$ cat src/hw/dmc_pkg.sv
// dmc_pkg: constants shared by the debug mode controller and its link shifter
// assumes a 50 MHz core clock and a link clock sampled by that clock
package dmc_pkg;
  // register byte addresses on the plain register port
  localparam logic [7:0] ADDR_CTRL   = 8'h00;
  localparam logic [7:0] ADDR_STATUS = 8'h04;
  localparam logic [7:0] ADDR_MASK   = 8'h08;
  localparam logic [7:0] ADDR_MSR    = 8'h0C;
  localparam logic [7:0] ADDR_STATE  = 8'h10;
  localparam int         ADDR_W      = 8;
  localparam int         DATA_W      = 32;

  // debug_control_first layout
  localparam int CTRL_IDM   = 0;
  localparam int CTRL_EDM   = 1;
  localparam int CTRL_EN_LO = 2;
  localparam int CTRL_W     = 10;

  // event numbering; status and mask share this layout
  localparam int EVT_NUM  = 8;
  localparam int EVT_ICMP = 6;
  localparam int EVT_UNC  = 8;
  localparam int STAT_W   = 9;

  // machine_state_reg layout
  localparam int MSR_DE  = 0;
  localparam int MSR_DWE = 1;
  localparam int MSR_W   = 2;

  // debug_state read-only layout
  localparam int ST_STOP = 0;
  localparam int ST_IDIS = 1;
  localparam int ST_EXT  = 2;
  localparam int ST_INT  = 3;
  localparam int ST_WAIT = 4;
  localparam int ST_TRC  = 5;
  localparam int ST_JWE  = 6;
  localparam int ST_PEND = 7;
  localparam int STATE_W = 8;

  // link frame: command, register index, data, sent msb first
  localparam int LNK_W     = 24;
  localparam int LNK_DW    = 16;
  localparam int LNK_CNT_W = 5;
  localparam logic [3:0] CMD_WRITE = 4'h1;
  localparam logic [3:0] CMD_READ  = 4'h2;
  localparam logic [3:0] CMD_HALT  = 4'h3;
  localparam logic [3:0] CMD_RESUME = 4'h4;
  localparam logic [3:0] CMD_STEP  = 4'h5;
  localparam logic [3:0] CMD_WAITEN = 4'h6;

  typedef enum logic [1:0] {
    RUN_S  = 2'b00,
    STOP_S = 2'b01,
    STEP_S = 2'b10
  } dmc_run_e;
endpackage

$ cat src/hw/dmc_top.sv
// dmc_top: debug mode selection, stop control, event recording and debug interrupt
// assumes core-side inputs are on clk; the link pins are handled by dmc_link_shift
//
// Design decisions made here: the strobed register port and the address map.
`timescale 1ns/1ps
`default_nettype none
// How it works
// - enable each event; record all in status
// - registers reachable from port and link
// - internal mode raises debug interrupt when allowed
// - internal mode only with its enable set
// - external mode records then enters stop
// - external stop holds interrupts disabled
// - translation checks stay on while debugging
// - external mode only with its enable set
// - both modes: stop wins, interrupt stays pending
// - wait mode stops; enabled interrupt ends stop
// - wait mode needs both enable bits
// - interrupt clears wait bit; return restores it
// - wait plus external behaves as external
// - wait plus internal: allowed interrupt, else stop
// - trace mode when no other mode enabled
// - trace mode only records and traces
// - link halt raises unconditional event
module dmc_top (
  input  wire logic                        clk,
  input  wire logic                        rst_b,
  input  wire logic [dmc_pkg::ADDR_W-1:0]  reg_addr,
  input  wire logic [dmc_pkg::DATA_W-1:0]  reg_wdata,
  input  wire logic                        reg_wr,
  input  wire logic                        reg_rd,
  output logic      [dmc_pkg::DATA_W-1:0]  reg_rdata,
  input  wire logic [dmc_pkg::EVT_NUM-1:0] evt_raw,
  input  wire logic                        intr_taken,
  input  wire logic                        rfi_exec,
  input  wire logic                        intr_req,
  input  wire logic                        dbg_int_ack,
  input  wire logic                        link_clk,
  input  wire logic                        link_sel,
  input  wire logic                        link_tdi,
  output logic                             link_tdo,
  output logic                             core_stop,
  output logic                             core_step,
  output logic                             intr_block,
  output logic                             dbg_int_req,
  output logic                             xlate_check,
  output logic                             trace_vld,
  output logic      [dmc_pkg::STAT_W-1:0]  trace_evt,
  output logic                             irq
);
  // register state
  logic [dmc_pkg::CTRL_W-1:0]  ctrl_ff, nxt_ctrl;
  logic [dmc_pkg::STAT_W-1:0]  stat_ff, nxt_stat;
  logic [dmc_pkg::STAT_W-1:0]  mask_ff, nxt_mask;
  logic [dmc_pkg::MSR_W-1:0]   msr_ff, nxt_msr;
  logic                        save_dwe_ff, nxt_save_dwe;
  logic                        jwe_ff, nxt_jwe;
  logic [dmc_pkg::DATA_W-1:0]  rdata_ff, nxt_rdata;
  // control state
  dmc_pkg::dmc_run_e           run_ff, nxt_run;
  logic                        pend_ff, nxt_pend;
  logic                        step_ff, nxt_step;
  logic                        idis_ff, nxt_idis;
  logic                        dreq_ff, nxt_dreq;
  logic                        xlate_ff;
  logic                        stop_ff, nxt_stop;
  logic                        tvld_ff, nxt_tvld;
  logic [dmc_pkg::STAT_W-1:0]  tevt_ff, nxt_tevt;
  logic                        irq_ff, nxt_irq;
  logic                        lnk_load_ff, nxt_lnk_load;
  logic [dmc_pkg::LNK_DW-1:0]  lnk_data_ff, nxt_lnk_data;
  // link command
  logic                        cmd_vld;
  logic [dmc_pkg::LNK_W-1:0]   cmd_word;
  logic [3:0]                  cmd_op;
  logic [dmc_pkg::ADDR_W-1:0]  cmd_addr;
  logic [dmc_pkg::LNK_DW-1:0]  cmd_data;
  // decoded modes and events
  logic                        int_mode, ext_mode, wait_mode, trc_mode;
  logic [dmc_pkg::STAT_W-1:0]  evt_hit;
  logic                        any_evt;
  logic                        lnk_wr, lnk_rd;
  logic [dmc_pkg::ADDR_W-1:0]  w_addr;
  logic [dmc_pkg::DATA_W-1:0]  w_data;
  logic                        w_en;
  logic [dmc_pkg::DATA_W-1:0]  rd_val;
  logic [dmc_pkg::ADDR_W-1:0]  rd_addr;
  logic [dmc_pkg::STATE_W-1:0] state_val;

  dmc_link_shift u_link (
    .clk       (clk),
    .rst_b     (rst_b),
    .link_clk  (link_clk),
    .link_sel  (link_sel),
    .link_tdi  (link_tdi),
    .load      (lnk_load_ff),
    .load_data (lnk_data_ff),
    .cmd_vld   (cmd_vld),
    .cmd_word  (cmd_word),
    .tdo       (link_tdo)
  );

  assign cmd_op   = cmd_word[dmc_pkg::LNK_W-1 -: 4];
  assign cmd_addr = {2'b00, cmd_word[dmc_pkg::LNK_DW +: 4], 2'b00};
  assign cmd_data = cmd_word[dmc_pkg::LNK_DW-1:0];
  assign lnk_wr   = cmd_vld & (cmd_op == dmc_pkg::CMD_WRITE);
  assign lnk_rd   = cmd_vld & (cmd_op == dmc_pkg::CMD_READ);

  // the port wins a write collision; a link write in that cycle is lost
  assign w_en   = reg_wr | lnk_wr;
  assign w_addr = reg_wr ? reg_addr : cmd_addr;
  assign w_data = reg_wr ? reg_wdata : {{(dmc_pkg::DATA_W-dmc_pkg::LNK_DW){1'b0}}, cmd_data};

  assign int_mode  = ctrl_ff[dmc_pkg::CTRL_IDM];
  assign ext_mode  = ctrl_ff[dmc_pkg::CTRL_EDM];
  assign wait_mode = msr_ff[dmc_pkg::MSR_DWE] & jwe_ff;
  assign trc_mode  = ~int_mode & ~ext_mode & ~wait_mode;

  // each comparator event needs its own enable; the link halt needs none
  assign evt_hit[dmc_pkg::EVT_NUM-1:0] =
    evt_raw & ctrl_ff[dmc_pkg::CTRL_EN_LO +: dmc_pkg::EVT_NUM];
  assign evt_hit[dmc_pkg::EVT_UNC] = cmd_vld & (cmd_op == dmc_pkg::CMD_HALT);
  assign any_evt = |evt_hit;

  always_comb begin
    state_val                   = '0;
    state_val[dmc_pkg::ST_STOP] = run_ff != dmc_pkg::RUN_S;
    state_val[dmc_pkg::ST_IDIS] = idis_ff;
    state_val[dmc_pkg::ST_EXT]  = ext_mode;
    state_val[dmc_pkg::ST_INT]  = int_mode;
    state_val[dmc_pkg::ST_WAIT] = wait_mode;
    state_val[dmc_pkg::ST_TRC]  = trc_mode;
    state_val[dmc_pkg::ST_JWE]  = jwe_ff;
    state_val[dmc_pkg::ST_PEND] = pend_ff;
  end

  // shared read mux for the port and the link
  assign rd_addr = reg_rd ? reg_addr : cmd_addr;
  always_comb begin
    rd_val = '0;
    unique case (rd_addr)
      dmc_pkg::ADDR_CTRL:   rd_val[dmc_pkg::CTRL_W-1:0]  = ctrl_ff;
      dmc_pkg::ADDR_STATUS: rd_val[dmc_pkg::STAT_W-1:0]  = stat_ff;
      dmc_pkg::ADDR_MASK:   rd_val[dmc_pkg::STAT_W-1:0]  = mask_ff;
      dmc_pkg::ADDR_MSR:    rd_val[dmc_pkg::MSR_W-1:0]   = msr_ff;
      dmc_pkg::ADDR_STATE:  rd_val[dmc_pkg::STATE_W-1:0] = state_val;
      default:              rd_val = '0;
    endcase
  end

  // register file
  always_comb begin
    nxt_ctrl     = ctrl_ff;
    nxt_mask     = mask_ff;
    nxt_msr      = msr_ff;
    nxt_save_dwe = save_dwe_ff;
    nxt_jwe      = jwe_ff;
    nxt_stat     = stat_ff;
    nxt_rdata    = '0;
    nxt_lnk_load = 1'b0;
    nxt_lnk_data = lnk_data_ff;
    if (w_en) begin
      unique case (w_addr)
        dmc_pkg::ADDR_CTRL:   nxt_ctrl = w_data[dmc_pkg::CTRL_W-1:0];
        dmc_pkg::ADDR_STATUS: nxt_stat = stat_ff & ~w_data[dmc_pkg::STAT_W-1:0];
        dmc_pkg::ADDR_MASK:   nxt_mask = w_data[dmc_pkg::STAT_W-1:0];
        dmc_pkg::ADDR_MSR:    nxt_msr  = w_data[dmc_pkg::MSR_W-1:0];
        default:              nxt_ctrl = ctrl_ff;
      endcase
    end
    // events are recorded in every mode, and a new event beats a clear
    nxt_stat = nxt_stat | evt_hit;
    if (intr_taken) begin
      nxt_save_dwe               = msr_ff[dmc_pkg::MSR_DWE];
      nxt_msr[dmc_pkg::MSR_DWE]  = 1'b0;
    end else if (rfi_exec) begin
      nxt_msr[dmc_pkg::MSR_DWE]  = save_dwe_ff;
    end
    if (cmd_vld && (cmd_op == dmc_pkg::CMD_WAITEN)) begin
      nxt_jwe = cmd_data[0];
    end
    if (reg_rd) begin
      nxt_rdata = rd_val;
    end
    if (lnk_rd && !reg_rd) begin
      nxt_lnk_load = 1'b1;
      nxt_lnk_data = rd_val[dmc_pkg::LNK_DW-1:0];
    end
  end

  always_ff @(posedge clk or negedge rst_b) begin
    if (!rst_b) begin
      ctrl_ff     <= '0;
      stat_ff     <= '0;
      mask_ff     <= '0;
      msr_ff      <= '0;
      save_dwe_ff <= 1'b0;
      jwe_ff      <= 1'b0;
      rdata_ff    <= '0;
      lnk_load_ff <= 1'b0;
      lnk_data_ff <= '0;
    end else begin
      ctrl_ff     <= nxt_ctrl;
      stat_ff     <= nxt_stat;
      mask_ff     <= nxt_mask;
      msr_ff      <= nxt_msr;
      save_dwe_ff <= nxt_save_dwe;
      jwe_ff      <= nxt_jwe;
      rdata_ff    <= nxt_rdata;
      lnk_load_ff <= nxt_lnk_load;
      lnk_data_ff <= nxt_lnk_data;
    end
  end

  // mode response and stop control
  always_comb begin
    nxt_run  = run_ff;
    nxt_pend = pend_ff;
    nxt_step = 1'b0;
    if (any_evt && int_mode) begin
      nxt_pend = 1'b1;
    end
    if (dbg_int_ack) begin
      nxt_pend = 1'b0;
    end
    unique case (run_ff)
      dmc_pkg::RUN_S: begin
        if (any_evt && ext_mode) begin
          nxt_run = dmc_pkg::STOP_S;
        end else if (any_evt && wait_mode
                     && !(int_mode && msr_ff[dmc_pkg::MSR_DE])) begin
          nxt_run = dmc_pkg::STOP_S;
        end
      end
      dmc_pkg::STOP_S: begin
        if (cmd_vld && (cmd_op == dmc_pkg::CMD_RESUME)) begin
          nxt_run = dmc_pkg::RUN_S;
        end else if (cmd_vld && (cmd_op == dmc_pkg::CMD_STEP)) begin
          nxt_run  = dmc_pkg::STEP_S;
          nxt_step = 1'b1;
        end else if (intr_req && wait_mode && !ext_mode) begin
          nxt_run = dmc_pkg::RUN_S;
        end
      end
      dmc_pkg::STEP_S: begin
        // the core runs until evt_raw[EVT_ICMP] is seen, then stops again
        if (evt_raw[dmc_pkg::EVT_ICMP]) begin
          nxt_run = dmc_pkg::STOP_S;
        end
      end
      default: nxt_run = dmc_pkg::RUN_S;
    endcase
  end

  // outputs to the core, trace and interrupt line
  always_comb begin
    // external stop masks all interrupts, also in wait mode
    nxt_idis = (nxt_run != dmc_pkg::RUN_S) && ext_mode;
    // a debug interrupt stays pending but is not issued while stopped externally
    nxt_dreq = nxt_pend && msr_ff[dmc_pkg::MSR_DE] && !nxt_idis;
    nxt_tvld = any_evt;
    nxt_tevt = evt_hit;
    nxt_irq  = |(nxt_stat & mask_ff);
    // registered copy so the halt line leaves a flip-flop directly
    nxt_stop = nxt_run == dmc_pkg::STOP_S;
  end

  always_ff @(posedge clk or negedge rst_b) begin
    if (!rst_b) begin
      run_ff   <= dmc_pkg::RUN_S;
      pend_ff  <= 1'b0;
      step_ff  <= 1'b0;
      idis_ff  <= 1'b0;
      dreq_ff  <= 1'b0;
      xlate_ff <= 1'b0;
      stop_ff  <= 1'b0;
      tvld_ff  <= 1'b0;
      tevt_ff  <= '0;
      irq_ff   <= 1'b0;
    end else begin
      run_ff   <= nxt_run;
      pend_ff  <= nxt_pend;
      step_ff  <= nxt_step;
      idis_ff  <= nxt_idis;
      dreq_ff  <= nxt_dreq;
      xlate_ff <= 1'b1;
      stop_ff  <= nxt_stop;
      tvld_ff  <= nxt_tvld;
      tevt_ff  <= nxt_tevt;
      irq_ff   <= nxt_irq;
    end
  end

  assign reg_rdata   = rdata_ff;
  assign core_stop   = stop_ff;
  assign core_step   = step_ff;
  assign intr_block  = idis_ff;
  assign dbg_int_req = dreq_ff;
  assign xlate_check = xlate_ff;
  assign trace_vld   = tvld_ff;
  assign trace_evt   = tevt_ff;
  assign irq         = irq_ff;
endmodule
`default_nettype wire

$ cat src/hw/dmc_link_shift.sv
// dmc_link_shift: serial command receiver and read-back shifter of the debug link
// assumes link_clk, link_sel and link_tdi come from pins, asynchronous to clk
`timescale 1ns/1ps
`default_nettype none
module dmc_link_shift (
  input  wire logic                       clk,
  input  wire logic                       rst_b,
  input  wire logic                       link_clk,
  input  wire logic                       link_sel,
  input  wire logic                       link_tdi,
  input  wire logic                       load,
  input  wire logic [dmc_pkg::LNK_DW-1:0] load_data,
  output logic                            cmd_vld,
  output logic [dmc_pkg::LNK_W-1:0]       cmd_word,
  output logic                            tdo
);
  logic [2:0]                      s1_ff, s2_ff;
  logic                            clk_d_ff, sel_d_ff;
  logic [dmc_pkg::LNK_W-1:0]       sh_ff, nxt_sh;
  logic [dmc_pkg::LNK_CNT_W-1:0]   cnt_ff, nxt_cnt;
  logic [dmc_pkg::LNK_DW-1:0]      rd_ff, nxt_rd;
  logic                            vld_ff, nxt_vld;
  logic [dmc_pkg::LNK_W-1:0]       word_ff, nxt_word;
  logic                            tdo_ff, nxt_tdo;
  logic                            rise, fall, sel_end;

  assign rise    = s2_ff[0] & ~clk_d_ff & s2_ff[1];
  assign fall    = ~s2_ff[0] & clk_d_ff & s2_ff[1];
  assign sel_end = sel_d_ff & ~s2_ff[1];

  always_comb begin
    nxt_sh   = sh_ff;
    nxt_cnt  = cnt_ff;
    nxt_rd   = rd_ff;
    nxt_vld  = 1'b0;
    nxt_word = word_ff;
    nxt_tdo  = tdo_ff;
    if (rise) begin
      nxt_sh = {sh_ff[dmc_pkg::LNK_W-2:0], s2_ff[2]};
      if (cnt_ff != dmc_pkg::LNK_CNT_W'(dmc_pkg::LNK_W)) begin
        nxt_cnt = cnt_ff + 1'b1;
      end
    end
    if (fall) begin
      nxt_tdo = rd_ff[dmc_pkg::LNK_DW-1];
      nxt_rd  = {rd_ff[dmc_pkg::LNK_DW-2:0], 1'b0};
    end
    // a frame shorter than 24 bits is dropped whole; a longer one keeps its last 24 bits
    if (sel_end) begin
      nxt_cnt = '0;
      if (cnt_ff == dmc_pkg::LNK_CNT_W'(dmc_pkg::LNK_W)) begin
        nxt_vld  = 1'b1;
        nxt_word = sh_ff;
      end
    end
    if (load) begin
      nxt_rd = load_data;
    end
  end

  always_ff @(posedge clk or negedge rst_b) begin
    if (!rst_b) begin
      s1_ff    <= '0;
      s2_ff    <= '0;
      clk_d_ff <= 1'b0;
      sel_d_ff <= 1'b0;
      sh_ff    <= '0;
      cnt_ff   <= '0;
      rd_ff    <= '0;
      vld_ff   <= 1'b0;
      word_ff  <= '0;
      tdo_ff   <= 1'b0;
    end else begin
      s1_ff    <= {link_tdi, link_sel, link_clk};
      s2_ff    <= s1_ff;
      clk_d_ff <= s2_ff[0];
      sel_d_ff <= s2_ff[1];
      sh_ff    <= nxt_sh;
      cnt_ff   <= nxt_cnt;
      rd_ff    <= nxt_rd;
      vld_ff   <= nxt_vld;
      word_ff  <= nxt_word;
      tdo_ff   <= nxt_tdo;
    end
  end

  assign cmd_vld  = vld_ff;
  assign cmd_word = word_ff;
  assign tdo      = tdo_ff;
endmodule
`default_nettype wire

$ cat config.mk
export PLATFORM = sky130hd
export DESIGN_NAME = dmc_top
export DESIGN_NICKNAME = d
export VERILOG_FILES = /design/src/hw/dmc_pkg.sv /design/src/hw/dmc_top.sv /design/src/hw/dmc_link_shift.sv
export SDC_FILE = /design/constraint.sdc
export NUM_CORES = 1
export LEC_CHECK = 0
export ABC_AREA = 1
export ABC_CLOCK_PERIOD_IN_PS = 1400
export BUFFER_PORTS_ARGS = -buffer_cell sky130_fd_sc_hd__buf_4
export CAP_MARGIN = 20
export CORE_ASPECT_RATIO = 0.7
export CORE_UTILIZATION = 30
export CTS_BUF_LIST = sky130_fd_sc_hd__clkbuf_8
export DETAILED_ROUTE_END_ITERATION = 8
export HOLD_SLACK_MARGIN = 0.05
export PLACE_DENSITY_LB_ADDON = 0.25
export SKIP_LAST_GASP = 1
export SLEW_MARGIN = 5
export SYNTH_ARGS = -nofsm -noshare
export SYNTH_HDL_FRONTEND = slang
export SYNTH_SLANG_ARGS = --single-unit
$ cat constraint.sdc
create_clock -name clk -period 1.4 [get_ports clk]
set_input_delay 0.07 -clock clk [delete_from_list [all_inputs] [get_ports clk]]
set_output_delay 0.07 -clock clk [all_outputs]
set_load 0.01 [all_outputs]
==> flow_summary.yaml <==
run_status:
  status: "finished with violations"
  violations: "setup timing"
synthesis:
  yosysTopAreaCell: "dfrtp_1"
  synth_flop_cell: "dfrtp_1"
  syn_area_sq_um: 6310
  yosysWarnings: 0
  synth_edf_count: 0
  yosys.area.top_type_share_pct: 57.51
  avgSynthCellArea_sq_um: 8.776
  synthTopCellsByArea: "dfrtp_1 58%, nand2_1 12%, o21ai_0 5.0%"
  synthTopCellsByCount: "199 x nand2_1, 145 x dfrtp_1, 78 x inv_1"
  netlist_instances: 719
  yosysMostFrequentCell: "nand2_1"
  synth.distinct_cells: 40
  ys_ff_latch: 145
  seq_area_frac_synth_pct: 57.51
  async_flop_share_pct: 100.0
setup_path:
  startpoint_type: "register"
  path_max_fanout: 4
  r2r_slack_ns: -0.22
  criticalPathCategory: "reg2reg"
  regToRegStartpoint: "u_link.cmd_word[21]"
  crit_required_ns: 1.75
  endpoint_kind: "register"
  r2r_cells: 11
  arrival_ns: 1.97
  cp-startpoint: "u_link.cmd_word[21]"
  r2r_end: "irq"
worst_hold_path:
  min_to: "ctrl_ff[2]"
  holdPathStages: 4
  hold_path.class: "in2reg"
  hp-start: "reg_wdata[2]"
placed_design:
  placedCellCount: 1127
  dp_hpwl_microns: 11920
  io_buffer_count: 63
  gp_congestion: 0.8644
timing:
  setup_tns_ns: -7.191
  final-setup-viol-count: 66
  fin_ws_ns: -0.2207
  rsz0062_at_grt: "true"
  fmax_mhz: 617.0
  post-route-period-util_pct: 115.8
  slew_viol_final: 0
  period_minus_slack_ns: 1.621
  fin_worst_skew_ns: 0.01879
  finalHoldViolCount: 0
grt:
  grt_pass1_wl_microns: 27450
  grt_max_degree: 39
  track_usage_pct: 16.70
  grt_antenna_before_repair: 0
  overflow: 0
  grt_pass1_vias: 5092
die:
  ios: 108
  die-area_sq_um: 21630
  coreArea_sq_um: 20230
  start_util_pct: 31.19
  die_h_microns: 123.3
  std_cell_rows: 43
  die_w_microns: 175.3
pwr:
  pwr_density_cell_nw_per_um2: 1128
  peakVddDrop_mv: 0.5026
  p_leak_nw: 4.773
cells_and_area:
  final_cell_count_no_fill: 1221
  syn_to_final_growth_pct: 53.46
  nets: 999
  drive_gt1_share_pct: 44.37
  diodes: 0
routing:
  drc: 0
  wl_microns: 18040
  routed-via-count: 5490
  vias_per_cell: 4.496
  drt_iter0_drc: 399
  ant_nets: 0
  first_pass_iters: 4
  wl_per_cell_microns: 14.78
clock_network:
  root_buffer: "clkbuf_8"
  clk_latency_ns: 0.46
  cts_tree: "built"
  cts.sinks: 145
  clkSlewWorstSetupHoldPaths_ns: 0.09
  cts_buffers: 17
  htree_levels: 4
  cts_max_path_buffers: 2
run:
  maxCapViolCount: 0
report_power, final:
part	leakage, nW	switching (W)	internal (W)
clock network	0.222	0.00174	0.00202
registers	1.86	0.000341	0.00468
logic	2.69	0.00114	0.00100
total	4.77	0.00322	0.00770
logic make-up (layout without fill, tap and decap cells):
kind of cell | count (synthesis) | count (layout) | synth area share, %
AND/OR/NAND/NOR | 307 | 308 | 20.23
flip-flops | 145 | 145 | 57.51
AO/OA/AOI/OAI | 134 | 134 | 12.08
buffers and inverters | 127 | 337 | 9.360
adder cells (fa/ha/maj) | 2 | 2 | 0.3965
other | 2 | 23 | 0.1190
XOR/XNOR | 1 | 1 | 0.1388
multiplexers | 1 | 1 | 0.1785
routing by layer:
metal | part of all wire, % | vias to the layer above | track usage, % | wire length (microns)
met4 | 1.8 | 0 | 4.837 | 330
met2 | 42 | 130 | 23.19 | 7647
met3 | 5.3 | 26 | 3.782 | 965
met1 | 50 | 2642 | 25.49 | 9100
met5 | 0 | - | 0 | 0
li1 | - | 2692 | - | -
critical path, cell delays in order (launching register included):
cell and delay, ns:
dfrtp_1 0.42, nor2_4 0.15, nand3_4 0.10, buf_6 0.15, nand2_4 0.10, nand2_1 0.07
o21ai_2 0.13, nand2_1 0.08, nand2_1 0.06, nand2_1 0.05, nor2_1 0.12, nand2_1 0.07
sequential cells by signal, summed over array words and instances (netlist names), 2 cells and up:
register         cells
u_link.sh_ff        24
u_link.cmd_word     18
u_link.rd_ff        16
ctrl_ff             10
lnk_data_ff         10
reg_rdata           10
mask_ff              9
stat_ff              9
trace_evt            9
u_link.cnt_ff        5
u_link.s1_ff         3
u_link.s2_ff         3
msr_ff               2
run_ff               2
what timing repair did:
action / 4_1_cts / 5_1_grt
setup buffers: 18 / 18
resized for setup: 103 / 170
endpoints found under the setup margin: 76 / 82
pin swaps: 43 / 42
endpoints found under the hold margin: 174 / 0
hold buffers: 20 / 0
gates cloned: 3 / 8
cell type report:
cell class                      instances  area (sq um)
Inverter                               86         361.6
Clock buffer                           18         247.7
Clock inverter                         14         200.2
Timing Repair Buffer                  217          1966
Tap cell                              270         337.8
Timing Repair inverter                  2         13.76
Multi-Input combinational cell        469          2928
Sequential cell                       145          3628
Fill cell                            1908         10550
worst max-delay path by stage:
| stage | to | slack, ns |
|---|---|---|
| final | irq | -0.22 |
| after global placement | irq | -0.26 |
| after floorplan | u_link.cmd_word[22] | 0.009 |
| after CTS | irq | -0.18 |
| after detailed placement | irq | -0.31 |
| after global routing | irq | -0.32 |
cells in the final DEF, fill, tap and decap left out, types with 5 or more instances in the layout:
cell type / n
inv_2: 12
clkbuf_16: 6
nor2_2: 10
a21oi_2: 6
buf_6: 17
nor2_4: 13
o21a_1: 5
o21ai_2: 30
nand2_2: 53
nand2_4: 21
inv_6: 5
clkbuf_8: 18
dlygate4sd3_1: 20
dfrtp_1: 145
o21ai_1: 28
conb_1: 23
buf_12: 6
o21ai_0: 30
nand3_4: 5
or2_2: 7
a21oi_1: 13
nand3_1: 14
inv_1: 68
nand2_1: 130
nand3_2: 6
buf_4: 164
nand4_1: 5
nor2_1: 32
stage by stage:
stage	instance area [sq um]	hold WS [ns]	total power [W]	utilization (%)	worst slack, ns
floorplan	6391	-0.2256	0.005843	-	0.009445
global placement	7725	0.01796	0.006679	38.19	-0.2599
detailed placement	7725	0.01476	0.006697	38.19	-0.3055
CTS	8882	0.05165	0.01067	43.91	-0.1755
global route	9683	0.05470	0.01147	47.87	-0.3194
finish	9683	0.06205	0.01092	47.87	-0.2207
Power figures use the tool's default switching activity.
